File: src/design/csbd_pkg.sv
package csbd_pkg;

    // ------------------------------------------------------------------
    // Instruction fields
    // ------------------------------------------------------------------
    localparam int unsigned INSTR_W = 16;
    localparam int unsigned DATA_W = 8;
    localparam int unsigned BANK_W = 4;
    localparam int unsigned ADDR_W = 12;
    localparam int unsigned ABIT_POS = 8;
    localparam int unsigned DBIT_POS = 9;
    localparam int unsigned FADDR_MSB = 7;

    localparam logic [6:0] CPF_GT_PREFIX = 7'h32;
    localparam logic [5:0] DEC_PREFIX = 6'h01;
    localparam logic [15:0] DAW_OPCODE = 16'h0007;

    // Bank bit and destination bit meanings.
    localparam logic ABIT_ACCESS = 1'h0;
    localparam logic DBIT_WORKING_REGISTER = 1'h0;

    // ------------------------------------------------------------------
    // Access bank layout
    // ------------------------------------------------------------------
    localparam logic [7:0] ACCESS_SPLIT = 8'h80;
    localparam logic [3:0] ACCESS_LOW_BANK = 4'h0;
    localparam logic [3:0] ACCESS_HIGH_BANK = 4'hF;

    // ------------------------------------------------------------------
    // Arithmetic constants
    // ------------------------------------------------------------------
    localparam logic [3:0] BCD_MAX_DIGIT = 4'h9;
    localparam logic [8:0] BCD_LOW_FIX = 9'h006;
    localparam logic [8:0] BCD_HIGH_FIX = 9'h060;
    localparam logic [7:0] ONE_BYTE = 8'h01;
    localparam logic [7:0] MIN_NEG_BYTE = 8'h80;
    localparam logic [7:0] ZERO_BYTE = 8'h00;
    localparam logic [3:0] ZERO_NIBBLE = 4'h0;

    // ------------------------------------------------------------------
    // Types
    // ------------------------------------------------------------------
    typedef enum logic [1:0] {
        CSBD_Q1 = 2'h0,
        CSBD_Q2 = 2'h1,
        CSBD_Q3 = 2'h3,
        CSBD_Q4 = 2'h2
    } csbd_phase_t;

    typedef enum logic [1:0] {
        CSBD_OP_NOP = 2'h0,
        CSBD_OP_CMP = 2'h1,
        CSBD_OP_DAW = 2'h2,
        CSBD_OP_DEC = 2'h3
    } csbd_op_t;

    typedef struct packed {
        logic negative;
        logic overflow_flag;
        logic zero;
        logic digit_carry_flag;
        logic carry;
    } csbd_status_t;

    localparam csbd_status_t STATUS_RESET = '{default: 1'h0};

    typedef struct packed {
        logic w_we;
        logic [7:0] w_data;
        logic st_we;
        csbd_status_t st_data;
    } csbd_load_t;

endpackage : csbd_pkg

File: src/design/csbd_alu.sv
`timescale 1ns/1ps
module csbd_alu (
    input wire csbd_pkg::csbd_op_t op,
    input wire logic [7:0] f_val,
    input wire logic [7:0] w_val,
    input wire csbd_pkg::csbd_status_t st_in,
    output logic [7:0] result,
    output csbd_pkg::csbd_status_t st_out,
    output logic greater
);

    logic [8:0] cmp_diff;
    logic [8:0] daw_low;
    logic [8:0] daw_full;
    logic low_fix;
    logic high_fix;
    logic [7:0] dec_res;

    // Unsigned subtraction; a borrow out means f exceeds W.
    assign cmp_diff = {1'h0, w_val} - {1'h0, f_val};
    assign greater = (op == csbd_pkg::CSBD_OP_CMP) && cmp_diff[8];

    // The low correction may carry into the high nibble, so the high test looks at the
    // already corrected value.
    assign low_fix = (w_val[3:0] > csbd_pkg::BCD_MAX_DIGIT) || st_in.digit_carry_flag;
    assign daw_low = {1'h0, w_val} + (low_fix ? csbd_pkg::BCD_LOW_FIX : 9'h000);
    assign high_fix = (daw_low[7:4] > csbd_pkg::BCD_MAX_DIGIT) || st_in.carry
                      || daw_low[8];
    assign daw_full = {1'h0, daw_low[7:0]} + (high_fix ? csbd_pkg::BCD_HIGH_FIX : 9'h000);

    assign dec_res = f_val - csbd_pkg::ONE_BYTE;

    always_comb begin
        result = w_val;
        st_out = st_in;
        unique case (op)
            csbd_pkg::CSBD_OP_DAW: begin
                result = daw_full[7:0];
                st_out.carry = st_in.carry | daw_low[8] | daw_full[8];
            end
            csbd_pkg::CSBD_OP_DEC: begin
                result = dec_res;
                st_out.carry = (f_val != csbd_pkg::ZERO_BYTE);
                st_out.digit_carry_flag = (f_val[3:0] != csbd_pkg::ZERO_NIBBLE);
                st_out.negative = dec_res[7];
                st_out.overflow_flag = (f_val == csbd_pkg::MIN_NEG_BYTE);
                st_out.zero = (dec_res == csbd_pkg::ZERO_BYTE);
            end
            csbd_pkg::CSBD_OP_CMP: begin
                result = f_val;
            end
            csbd_pkg::CSBD_OP_NOP: begin
                result = w_val;
            end
        endcase
    end

endmodule : csbd_alu

File: src/design/csbd_exec.sv
`timescale 1ns/1ps
module csbd_exec (
    input wire logic clk_sys,
    input wire logic nrst,
    input wire logic instr_valid,
    input wire logic [15:0] instr_word,
    input wire logic instr_two_word,
    input wire logic [3:0] bank_select_reg,
    input wire logic [7:0] mem_rd_data,
    input wire csbd_pkg::csbd_load_t core_load,
    output logic instr_ready_q,
    output logic mem_rd_en_q,
    output logic [11:0] mem_addr_q,
    output logic mem_wr_en_q,
    output logic [7:0] mem_wr_data_q,
    output logic [7:0] working_register_q,
    output csbd_pkg::csbd_status_t status_q,
    output logic exec_done_q,
    output logic squashed_q
);

    // ------------------------------------------------------------------
    // Phase sequencer
    // ------------------------------------------------------------------
    csbd_pkg::csbd_phase_t phase_q;
    csbd_pkg::csbd_phase_t phase_d;
    logic take;

    assign take = (phase_q == csbd_pkg::CSBD_Q1) && instr_valid;

    always_comb begin
        phase_d = phase_q;
        unique case (phase_q)
            csbd_pkg::CSBD_Q1: begin
                if (take) begin
                    phase_d = csbd_pkg::CSBD_Q2;
                end
            end
            csbd_pkg::CSBD_Q2: begin
                phase_d = csbd_pkg::CSBD_Q3;
            end
            csbd_pkg::CSBD_Q3: begin
                phase_d = csbd_pkg::CSBD_Q4;
            end
            csbd_pkg::CSBD_Q4: begin
                phase_d = csbd_pkg::CSBD_Q1;
            end
        endcase
    end

    always_ff @(posedge clk_sys or negedge nrst) begin
        if (!nrst) begin
            phase_q <= csbd_pkg::CSBD_Q1;
            instr_ready_q <= 1'h1;
        end else begin
            phase_q <= phase_d;
            instr_ready_q <= (phase_d == csbd_pkg::CSBD_Q1);
        end
    end

    // ------------------------------------------------------------------
    // Decode
    // ------------------------------------------------------------------
    csbd_pkg::csbd_op_t dec_op;
    csbd_pkg::csbd_op_t op_q;
    logic dest_file_q;
    logic [1:0] flush_q;
    logic [1:0] flush_d;
    logic skip_set;
    logic [3:0] bank_sel;

    always_comb begin
        dec_op = csbd_pkg::CSBD_OP_NOP;
        if (instr_word[15:9] == csbd_pkg::CPF_GT_PREFIX) begin
            dec_op = csbd_pkg::CSBD_OP_CMP;
        end else if (instr_word == csbd_pkg::DAW_OPCODE) begin
            dec_op = csbd_pkg::CSBD_OP_DAW;
        end else if (instr_word[15:10] == csbd_pkg::DEC_PREFIX) begin
            dec_op = csbd_pkg::CSBD_OP_DEC;
        end
    end

    // The access bank splits its 256 bytes between the lowest and the highest bank.
    always_comb begin
        if (instr_word[csbd_pkg::ABIT_POS] == csbd_pkg::ABIT_ACCESS) begin
            if (instr_word[csbd_pkg::FADDR_MSB:0] < csbd_pkg::ACCESS_SPLIT) begin
                bank_sel = csbd_pkg::ACCESS_LOW_BANK;
            end else begin
                bank_sel = csbd_pkg::ACCESS_HIGH_BANK;
            end
        end else begin
            bank_sel = bank_select_reg;
        end
    end

    // A squashed word that announces a second word keeps the squash armed for one
    // more fetch, so the skip squashes two words, eight clock cycles in all.
    always_comb begin
        flush_d = flush_q;
        if (take && (flush_q != 2'h0)) begin
            if ((flush_q == 2'h1) && instr_two_word) begin
                flush_d = 2'h2;
            end else begin
                flush_d = 2'h0;
            end
        end
        if (skip_set) begin
            flush_d = 2'h1;
        end
    end

    always_ff @(posedge clk_sys or negedge nrst) begin
        if (!nrst) begin
            flush_q <= 2'h0;
        end else begin
            flush_q <= flush_d;
        end
    end

    always_ff @(posedge clk_sys or negedge nrst) begin
        if (!nrst) begin
            op_q <= csbd_pkg::CSBD_OP_NOP;
            dest_file_q <= 1'h0;
            squashed_q <= 1'h0;
        end else if (take) begin
            if (flush_q != 2'h0) begin
                op_q <= csbd_pkg::CSBD_OP_NOP;
                squashed_q <= 1'h1;
            end else begin
                op_q <= dec_op;
                squashed_q <= 1'h0;
            end
            dest_file_q <= (instr_word[csbd_pkg::DBIT_POS] != csbd_pkg::DBIT_WORKING_REGISTER);
        end
    end

    // ------------------------------------------------------------------
    // Data memory access
    // ------------------------------------------------------------------
    logic needs_read;

    assign needs_read = (flush_q == 2'h0)
                        && ((dec_op == csbd_pkg::CSBD_OP_CMP) || (dec_op == csbd_pkg::CSBD_OP_DEC));

    // The read strobe covers the second phase; the memory answers in the third.
    always_ff @(posedge clk_sys or negedge nrst) begin
        if (!nrst) begin
            mem_rd_en_q <= 1'h0;
            mem_addr_q <= 12'h000;
        end else begin
            mem_rd_en_q <= take && needs_read;
            if (take) begin
                mem_addr_q <= {bank_sel, instr_word[csbd_pkg::FADDR_MSB:0]};
            end
        end
    end

    // ------------------------------------------------------------------
    // Execute
    // ------------------------------------------------------------------
    logic [7:0] alu_result;
    csbd_pkg::csbd_status_t alu_status;
    logic alu_greater;
    logic exec_edge;

    assign exec_edge = (phase_q == csbd_pkg::CSBD_Q3);
    assign skip_set = exec_edge && alu_greater;

    csbd_alu u_alu (
        .op(op_q),
        .f_val(mem_rd_data),
        .w_val(working_register_q),
        .st_in(status_q),
        .result(alu_result),
        .st_out(alu_status),
        .greater(alu_greater)
    );

    // Results land at the end of the third phase so the write strobe can stand in
    // the fourth straight from a flop.
    always_ff @(posedge clk_sys or negedge nrst) begin
        if (!nrst) begin
            working_register_q <= csbd_pkg::ZERO_BYTE;
        end else if (exec_edge && (op_q == csbd_pkg::CSBD_OP_DAW)) begin
            working_register_q <= alu_result;
        end else if (exec_edge && (op_q == csbd_pkg::CSBD_OP_DEC) && !dest_file_q) begin
            working_register_q <= alu_result;
        end else if ((phase_q == csbd_pkg::CSBD_Q1) && core_load.w_we) begin
            working_register_q <= core_load.w_data;
        end
    end

    // The compare leaves every flag alone; only decrement and adjust touch them.
    always_ff @(posedge clk_sys or negedge nrst) begin
        if (!nrst) begin
            status_q <= csbd_pkg::STATUS_RESET;
        end else if (exec_edge && ((op_q == csbd_pkg::CSBD_OP_DAW)
                                   || (op_q == csbd_pkg::CSBD_OP_DEC))) begin
            status_q <= alu_status;
        end else if ((phase_q == csbd_pkg::CSBD_Q1) && core_load.st_we) begin
            status_q <= core_load.st_data;
        end
    end

    always_ff @(posedge clk_sys or negedge nrst) begin
        if (!nrst) begin
            mem_wr_en_q <= 1'h0;
            mem_wr_data_q <= csbd_pkg::ZERO_BYTE;
        end else begin
            mem_wr_en_q <= exec_edge && (op_q == csbd_pkg::CSBD_OP_DEC) && dest_file_q;
            if (exec_edge) begin
                mem_wr_data_q <= alu_result;
            end
        end
    end

    always_ff @(posedge clk_sys or negedge nrst) begin
        if (!nrst) begin
            exec_done_q <= 1'h0;
        end else begin
            exec_done_q <= exec_edge;
        end
    end

endmodule : csbd_exec

File: config.mk
export PLATFORM = sky130hd
export DESIGN_NAME = csbd_exec
export DESIGN_NICKNAME = d
export VERILOG_FILES = /design/src/design/csbd_pkg.sv /design/src/design/csbd_alu.sv /design/src/design/csbd_exec.sv
export SDC_FILE = /design/constraint.sdc
export NUM_CORES = 1
export LEC_CHECK = 0
export BUFFER_PORTS_ARGS = -buffer_cell sky130_fd_sc_hd__buf_2
export CAP_MARGIN = 20
export CORE_ASPECT_RATIO = 1.4
export CORE_MARGIN = 2
export CORE_UTILIZATION = 56
export DETAILED_ROUTE_END_ITERATION = 8
export MAX_ROUTING_LAYER = met4
export PLACE_DENSITY = 0.93
export SLEW_MARGIN = 40
export SYNTH_ARGS = -nofsm -noshare
export SYNTH_HDL_FRONTEND = slang
export SYNTH_SLANG_ARGS = --single-unit
export TNS_END_PERCENT = 5
File: constraint.sdc
create_clock -name clk_sys -period 10.4 [get_ports clk_sys]
set_input_delay 0.52 -clock clk_sys [delete_from_list [all_inputs] [get_ports clk_sys]]
set_output_delay 0.52 -clock clk_sys [all_outputs]
set_load 0.01 [all_outputs]
==> results of run 1 <==
power by group through the flow:
stage / clock, mW / combinational (mW) / sequential [mW]
final: 0.107 / 0.444 / 0.324
after global routing: 0.114 / 0.497 / 0.334
after CTS: 0.108 / 0.446 / 0.324
after detailed placement: 0 / 0.444 / 0.326
after global placement: 0 / 0.432 / 0.323
after floorplan: 0 / 0.266 / 0.341
cells in the mapped netlist, drive strengths merged, types with 6 or more instances:
cell    count  area (um2)
a21o        7        52.6
a21oi      23         119
a31oi       7        43.8
clkbuf     10        67.6
dfrtp      44        1100
ha         14         175
inv        14        52.6
nand2      53         199
nand3      17        85.1
nor2       25        96.4
nor3        6        30.0
o21ai      17        85.1
xnor2       6        52.6
worst min-delay path by stage:
| stage | from | endpoint | slack, ns | cells after the start |
|---|---|---|---|---|
| floorplan | nrst | dest_file_q | 0.22 | 0 |
| global placement | status_q[4] | status_q[4] | 0.46 | 2 |
| detailed placement | mem_addr_q[2] | mem_addr_q[2] | 0.46 | 2 |
| CTS | nrst | status_q[0] | 0.23 | 1 |
| global route | nrst | working_register_q[5] | 0.25 | 1 |
| finish | nrst | mem_wr_data_q[4] | 0.20 | 1 |
worst max-delay path, delay by kind of cell, from the launching register on:
kind	cells	cell delay (ns)
AO/OA/AOI/OAI	4	0.57
adder cells (fa/ha/maj)	4	1.18
flip-flops	1	0.47
multiplexers	1	0.45
AND/OR/NAND/NOR	4	0.76
cell usage in the layout (no fill, tap or decap), drive strengths merged, types with 2 or more instances in the layout:
cell / netlist / routed
nand2b: 4 / 4
a21oi: 23 / 23
a32oi: 2 / 2
a221oi: 3 / 3
inv: 14 / 14
a31oi: 7 / 7
clkbuf: 10 / 7
mux4: 3 / 3
nand3: 17 / 17
and2: 3 / 3
nand2: 53 / 53
o21ai: 17 / 17
buf: 2 / 84
nor3: 6 / 6
nor2: 25 / 25
or3: 2 / 2
dfrtp: 44 / 44
mux2i: 2 / 2
nor2b: 5 / 5
mux2: 4 / 4
a21o: 7 / 7
a211oi: 5 / 5
nor4b: 4 / 4
ha: 14 / 14
a21boi: 2 / 2
a311oi: 2 / 2
xnor2: 6 / 6
layout make-up:
| type | count | area, um2 | area share [%] |
|---|---|---|---|
| clock buffers | 7 | 76.3 | 2.30 |
| well taps | 64 | 80.1 | 2.42 |
| inverters | 15 | 56.3 | 1.70 |
| flip-flops and latches | 45 | 1130 | 34.1 |
| repair buffers | 84 | 423 | 12.8 |
| multi-input cells | 239 | 1540 | 46.5 |
| clock inverters | 1 | 7.51 | 0.227 |
through the flow:
stage / util (%) / power [mW] / std cells
2_1_floorplan: - / 0.607 / 311
3_3_place_gp: 66.6 / 0.755 / 447
3_5_place_dp: 66.7 / 0.770 / 447
4_1_cts: 68.4 / 0.878 / 455
5_1_grt: 68.4 / 0.946 / 455
6_report: 68.4 / 0.876 / 455
metal layers:
metal,routed length [um],up-vias,global-route usage (%)
li1,-,1275,-
met1,2990,1246,33.3
met2,3940,90,51.6
met3,371,17,2.70
met4,257,0,11.9
met5,0,-,-
cell families after synthesis:
| group | share of synthesized area (%) |
|---|---|
| buffers and inverters | 4.99 |
| XOR/XNOR | 2.18 |
| flip-flops | 40.1 |
| adder cells (fa/ha/maj) | 6.95 |
| AO/OA/AOI/OAI | 18.4 |
| multiplexers | 4.86 |
| AND/OR/NAND/NOR | 22.5 |
state kept, by name (all words and copies together), names as in the netlist:
name,flops
mem_addr_q,12
mem_wr_data_q,8
working_register_q,8
status_q,5
flush_q,2
op_q,2
phase_q,2
dest_file_q,1
exec_done_q,1
instr_ready_q,1
mem_rd_en_q,1
mem_wr_en_q,1
squashed_q,1
==> results.sh, run 1 <==
export IMPL_netlist_instances=311
export IMPL_n_antenna_cell=0
export IMPL_n_fill_cell=374
export IMPL_clock_insertion_delay_worst_skew_ns=0.30
export IMPL_timing_hold_worst_class="input port to asynchronous set/reset pin"
export IMPL_worstMarginPinSlew_ns=0.791
export IMPL_stdcell_area_um2=3310
export IMPL_net_count_reported_at_finish=452
export IMPL_layout_area_overhead_vs_synth_pct=18.0
export IMPL_finalCritPeriodShare_pct=34.4
export IMPL_postCtsSetupBuffers=0
export IMPL_detailed_place_area_um2=3230
export IMPL_r2r_start="working_register_q[2]"
export IMPL_sw_frac_of_total_pct=43.6
export IMPL_final_max_slew_viol_count=0
export IMPL_synth_edff_count=0
export IMPL_synth_area_um2=2810
export IMPL_synth_yosys_warnings=0
export IMPL_startpoint="working_register_q[2]"
export IMPL_timing_reg2reg_setup_slack_ns=6.83
export IMPL_worst_hold_slack_ns=0.204
export IMPL_cellLeakagePower_nw=1.62
export IMPL_via_count=2628
export IMPL_grt_first_pass_wirelength_um=12100
export IMPL_numPortBuffers=84
export IMPL_cts_hold_buf=0
export IMPL_run_status="finished, final reports clean"
export IMPL_cts_path_max_buffers=2
export IMPL_final_layout_size_suffix_gt1_share_pct=27.4
export IMPL_finalHoldViolations=0
export IMPL_firstDrtPassIters=5
export IMPL_top_level_ports=85
export IMPL_async_flop_share_pct=100
export IMPL_final_setup_skew_ns=0.00673
export IMPL_path_clk_slew_ns=0.08
export IMPL_grt_start_max_net_pins=46
export IMPL_numCtsBuffers=5
export IMPL_core_um2=4840
export IMPL_synth_net_count=373
export IMPL_p_per_area_nw_per_um2=264
export IMPL_place_ws_ns=6.83
export IMPL_synth_yosys_seq_area_share_pct=40.1
export IMPL_maximum_fanout_encountered_on_the_critical_timing_path=7
export IMPL_setup_repair_after_global_routing_missed_its_margin="false"
export IMPL_finalSetupViolations=0
export IMPL_timing_setup_tns_ns=0
export IMPL_clock_fmax_mhz=280
export IMPL_worstSetupStartpointType="register"
export IMPL_dr_first_iter_drc_count=186
export IMPL_rr_worst_depth=13
export IMPL_ys_seq_elements=45
export IMPL_crit_type="register to register"
export IMPL_global_route_usage_total_pct=29.0
export IMPL_place_hpwl_um=5810
export IMPL_cpPeakStageDelay_ns=0.47
export IMPL_critical_path_endpoint_type="register"
export IMPL_tritoncts="built"
export IMPL_arrival_ns=3.73
export IMPL_seq_power_share_pct=37.0
export IMPL_die_area_um2=5610
export IMPL_avgRoutedWirePerCell_um=16.6
export IMPL_number_of_global_route_vias_before_repair=2508
export IMPL_synth_top_flop_cell="dfrtp_1"
export IMPL_power_frac_comb_pct=50.7
export IMPL_floorplan_die_height_um=87.8
export IMPL_antenna_left=0
export IMPL_p_clk_share_pct=12.2
export IMPL_gp_routability_congestion=0.941
export IMPL_cts_resized=0
export IMPL_worst_path_most_repeated_cell="ha_1"
export IMPL_globalRouteOverflowTotal=0
export IMPL_antenna_found_initial=0
export IMPL_cp_data_required_time_ns=10.56
export IMPL_path_cells="o21ai_0 > nand2b_1 > ha_1 > fa_1 > and3b_1 > or2_2 > o21ai_0 > nand2_1 > ha_1 > ha_1 > mux4_2 > a31oi_1 > a221oi_1"
export IMPL_slowest_stage="dfrtp_1"
export IMPL_setup_worst_path_end="working_register_q[6]"
export IMPL_root_buffer="clkbuf_8"
export IMPL_cts_htree_levels=2
export IMPL_die_width_um=63.9
export IMPL_synth_area_per_cell_um2=9.03
export IMPL_synth_cell_types=60
export IMPL_min_period_ns=3.57
export IMPL_tritoncts_num_sinks=45
export IMPL_maxCapViolations=0
export IMPL_timing_max_slew_rel_slack_pct=47.3
export IMPL_netSwitchingPower_mw=0.381
export IMPL_routed_wirelength_um=7550
export IMPL_timing_final_ws_setup_ns=6.83
export IMPL_power_internal_mw=0.494
export IMPL_row_count=30
export IMPL_vias_per_cell=5.78
export IMPL_remaining_drc_errors=0
export IMPL_vdd_ir_drop_max_uv=174
export IMPL_crit_reg2reg_capture="working_register_q[6]"
export IMPL_initial_utilization_pct=58.0
(Power assumes the default switching activity.)
==> run 2: changes to the inputs <==
--- a/config.mk
+++ b/config.mk
@@ -9,10 +9,10 @@
 export CAP_MARGIN = 20
 export CORE_ASPECT_RATIO = 1.4
 export CORE_MARGIN = 2
-export CORE_UTILIZATION = 56
+export CORE_UTILIZATION = 47
 export DETAILED_ROUTE_END_ITERATION = 8
 export MAX_ROUTING_LAYER = met4
-export PLACE_DENSITY = 0.93
+export PLACE_DENSITY = 0.84
 export SLEW_MARGIN = 40
 export SYNTH_ARGS = -nofsm -noshare
 export SYNTH_HDL_FRONTEND = slang
==> constraint.sdc (replaced) <==
create_clock -name clk_sys -period 2.9 [get_ports clk_sys]
set_input_delay 0.145 -clock clk_sys [delete_from_list [all_inputs] [get_ports clk_sys]]
set_output_delay 0.145 -clock clk_sys [all_outputs]
set_load 0.01 [all_outputs]
==> run 2 against run 1 <==
The run now ends with negative setup slack left. Die area is 18% higher. Largest power group unchanged. Critical path type unchanged. Critical path depth stayed put. Non-clock buffer count is 19 higher. Sequential share of layout area is 2.6 points lower.
==> results.sh, run 2 (synthesis gave the netlist of run 1 again) <==
export IMPL_timing_setup_tns_ns=-0.795
export IMPL_worst_hold_slack_ns=0.0410
export IMPL_biggestRegsByFlops="mem_addr_q: 12 flops, mem_wr_data_q: 8 flops, working_register_q: 8 flops"
export IMPL_arrival_ns=3.35
export IMPL_firstDrtPassIters=4
export IMPL_area_sequential_um2=1130
export IMPL_row_count=33
export IMPL_cts_htree_levels=2
export IMPL_finalSetupViolations=5
export IMPL_n_antenna_cell=0
export IMPL_remaining_drc_errors=0
export IMPL_critical_path_endpoint_type="register"
export IMPL_top_level_ports=85
export IMPL_cpPeakStageDelay_ns=0.49
export IMPL_die_area_um2=6620
export IMPL_layout_area_overhead_vs_synth_pct=27.9
export IMPL_numCtsBuffers=5
export IMPL_vias_per_cell=5.92
export IMPL_core_um2=5820
export IMPL_timing_hold_worst_class="input port to register"
export IMPL_p_per_area_nw_per_um2=1020
export IMPL_clock_insertion_delay_worst_skew_ns=0.31
export IMPL_antenna_left=0
export IMPL_cp_top_family="adder cells"
export IMPL_dr_first_iter_drc_count=233
export IMPL_die_width_um=69.3
export IMPL_setup_repair_after_global_routing_missed_its_margin="true"
export IMPL_startpoint="working_register_q[1]"
export IMPL_globalRouteOverflowTotal=0
export IMPL_floorplan_die_height_um=95.5
export IMPL_finalCritPeriodShare_pct=110
export IMPL_final_max_slew_viol_count=0
export IMPL_tritoncts="built"
export IMPL_grt_start_max_net_pins=46
export IMPL_cp_data_required_time_ns=3.07
export IMPL_mostFrequentLayoutCell="buf_2"
export IMPL_multiInputGateArea_um2=1660
export IMPL_tritoncts_num_sinks=45
export IMPL_hold_path_endpoint="mem_addr_q[1]"
export IMPL_worstMarginPinSlew_ns=0.666
export IMPL_n_fill_cell=487
export IMPL_via_count=2843
export IMPL_timing_final_ws_setup_ns=-0.278
export IMPL_min_period_ns=3.18
export IMPL_r2r_start="working_register_q[1]"
export IMPL_timing_hold_worst_path_depth=3
export IMPL_antenna_found_initial=0
export IMPL_detailed_place_area_um2=3370
export IMPL_cts_path_max_buffers=2
export IMPL_violations="negative setup slack"
export IMPL_place_hpwl_um=5940
export IMPL_grt_first_pass_wirelength_um=13200
export IMPL_numPortBuffers=84
export IMPL_final_layout_size_suffix_gt1_share_pct=36.1
export IMPL_timing_reg2reg_setup_slack_ns=-0.28
export IMPL_stdcell_area_um2=3590
export IMPL_maxCapViolations=0
export IMPL_timing_max_slew_rel_slack_pct=55.6
export IMPL_critical_path_n_buffers_inverters=0
export IMPL_slowest_stage="mux4_2"
export IMPL_finalHoldViolations=0
export IMPL_crit_reg2reg_capture="working_register_q[6]"
export IMPL_cellLeakagePower_nw=1.73
export IMPL_number_of_global_route_vias_before_repair=2820
export IMPL_largest_register_ffs=12
export IMPL_path_clk_slew_ns=0.09
export IMPL_rr_worst_depth=13
export IMPL_routed_wirelength_um=8130
export IMPL_run_status="finished with violations"
export IMPL_final_setup_skew_ns=0.00761
export IMPL_global_route_usage_total_pct=26.1
export IMPL_maximum_fanout_encountered_on_the_critical_timing_path=4
export IMPL_avgRoutedWirePerCell_um=16.9
export IMPL_vdd_ir_drop_max_uv=603
export IMPL_largest_register="mem_addr_q"
export IMPL_root_buffer="clkbuf_8"
export IMPL_crit_type="register to register"
export IMPL_worstSetupStartpointType="register"
export IMPL_min_from="instr_word[1]"
export IMPL_net_count_reported_at_finish=471
export IMPL_initial_utilization_pct=48.2
export IMPL_gp_routability_congestion=0.937
export IMPL_path_cells="o21ai_2 > nand2b_1 > ha_2 > fa_2 > and3b_1 > or2_4 > o21ai_2 > nand2_2 > ha_4 > ha_4 > mux4_2 > a31oi_4 > a221oi_2"
export IMPL_clock_fmax_mhz=315
export IMPL_mostFrequentLayoutCells="buf_2 (83), nand2_1 (51), dfrtp_1 (41)"
[run 2: cell types whose count changed in the layout (fill, tap and decap cells not counted), moves of 3 or more]
| cell | previous run | this run |
|---|---|---|
| o21ai_2 | 0 | 3 |
| ha_1 | 14 | 11 |
| a31oi_1 | 7 | 4 |
| buf_4 | 1 | 19 |
| o21ai_1 | 0 | 3 |
| o21ai_0 | 17 | 11 |
[run 2: where the power goes]
group | total, mW | switching (mW) | internal (mW)
Combinational | 2.11 | 1.13 | 0.985
Clock | 0.406 | 0.235 | 0.171
Sequential | 1.13 | 0.231 | 0.901
Total | 3.65 | 1.60 | 2.06
[run 2: how the worst max path moves through the flow]
stage | endpoint | depth (start not counted) | slack [ns]
floorplan | working_register_q[6] | 13 | -0.24
finish | working_register_q[6] | 13 | -0.28
CTS | working_register_q[6] | 13 | -0.22
detailed placement | working_register_q[6] | 13 | -0.31
global route | mem_wr_data_q[6] | 13 | -0.35
global placement | working_register_q[6] | 13 | -0.12
[run 2: metal layers]
layer  vias to the layer above  share of wire (%)  routed length, um  global-route usage, %
li1                       1312                  -                  -                      -
met5                         -                  0                  0                      -
met1                      1357                 37               2990                   29.1
met4                         0                4.0                325                   14.5
met2                       143                 52               4230                   44.6
met3                        31                7.1                581                   4.55
[run 2: repair_timing]
| action | in CTS | in global routing |
|---|---|---|
| hold buffers | 1 | 0 |
| pin swaps | 9 | 6 |
| resized for setup | 14 | 12 |
| hold endpoints to repair | 44 | 0 |
| setup endpoints to repair | 6 | 6 |
| buffers inserted | 1 | 1 |
[run 2: final cells by class]
class                   count  share of cell area, %
clock buffers               5                   1.92
clock inverters             3                  0.592
inverters                  15                   1.57
multi-input cells         239                   46.2
flip-flops and latches     45                   31.5
well taps                  70                   2.44
repair buffers            103                   15.8
[run 2: metrics by stage]
| step | power [mW] | setup slack [ns] | cells | utilization (%) |
|---|---|---|---|---|
| floorplan | 2.20 | -0.239 | 311 | - |
| global placement | 2.88 | -0.124 | 469 | 57.8 |
| detailed placement | 2.95 | -0.311 | 469 | 57.9 |
| CTS | 3.49 | -0.220 | 479 | 60.8 |
| global route | 3.92 | -0.346 | 480 | 61.7 |
| finish | 3.65 | -0.278 | 480 | 61.7 |
[run 2: worst min-delay path, delay by kind of cell]
kind	cells	cell delay (ns)
simple gates	2	0.08
buf+inv	1	0.08
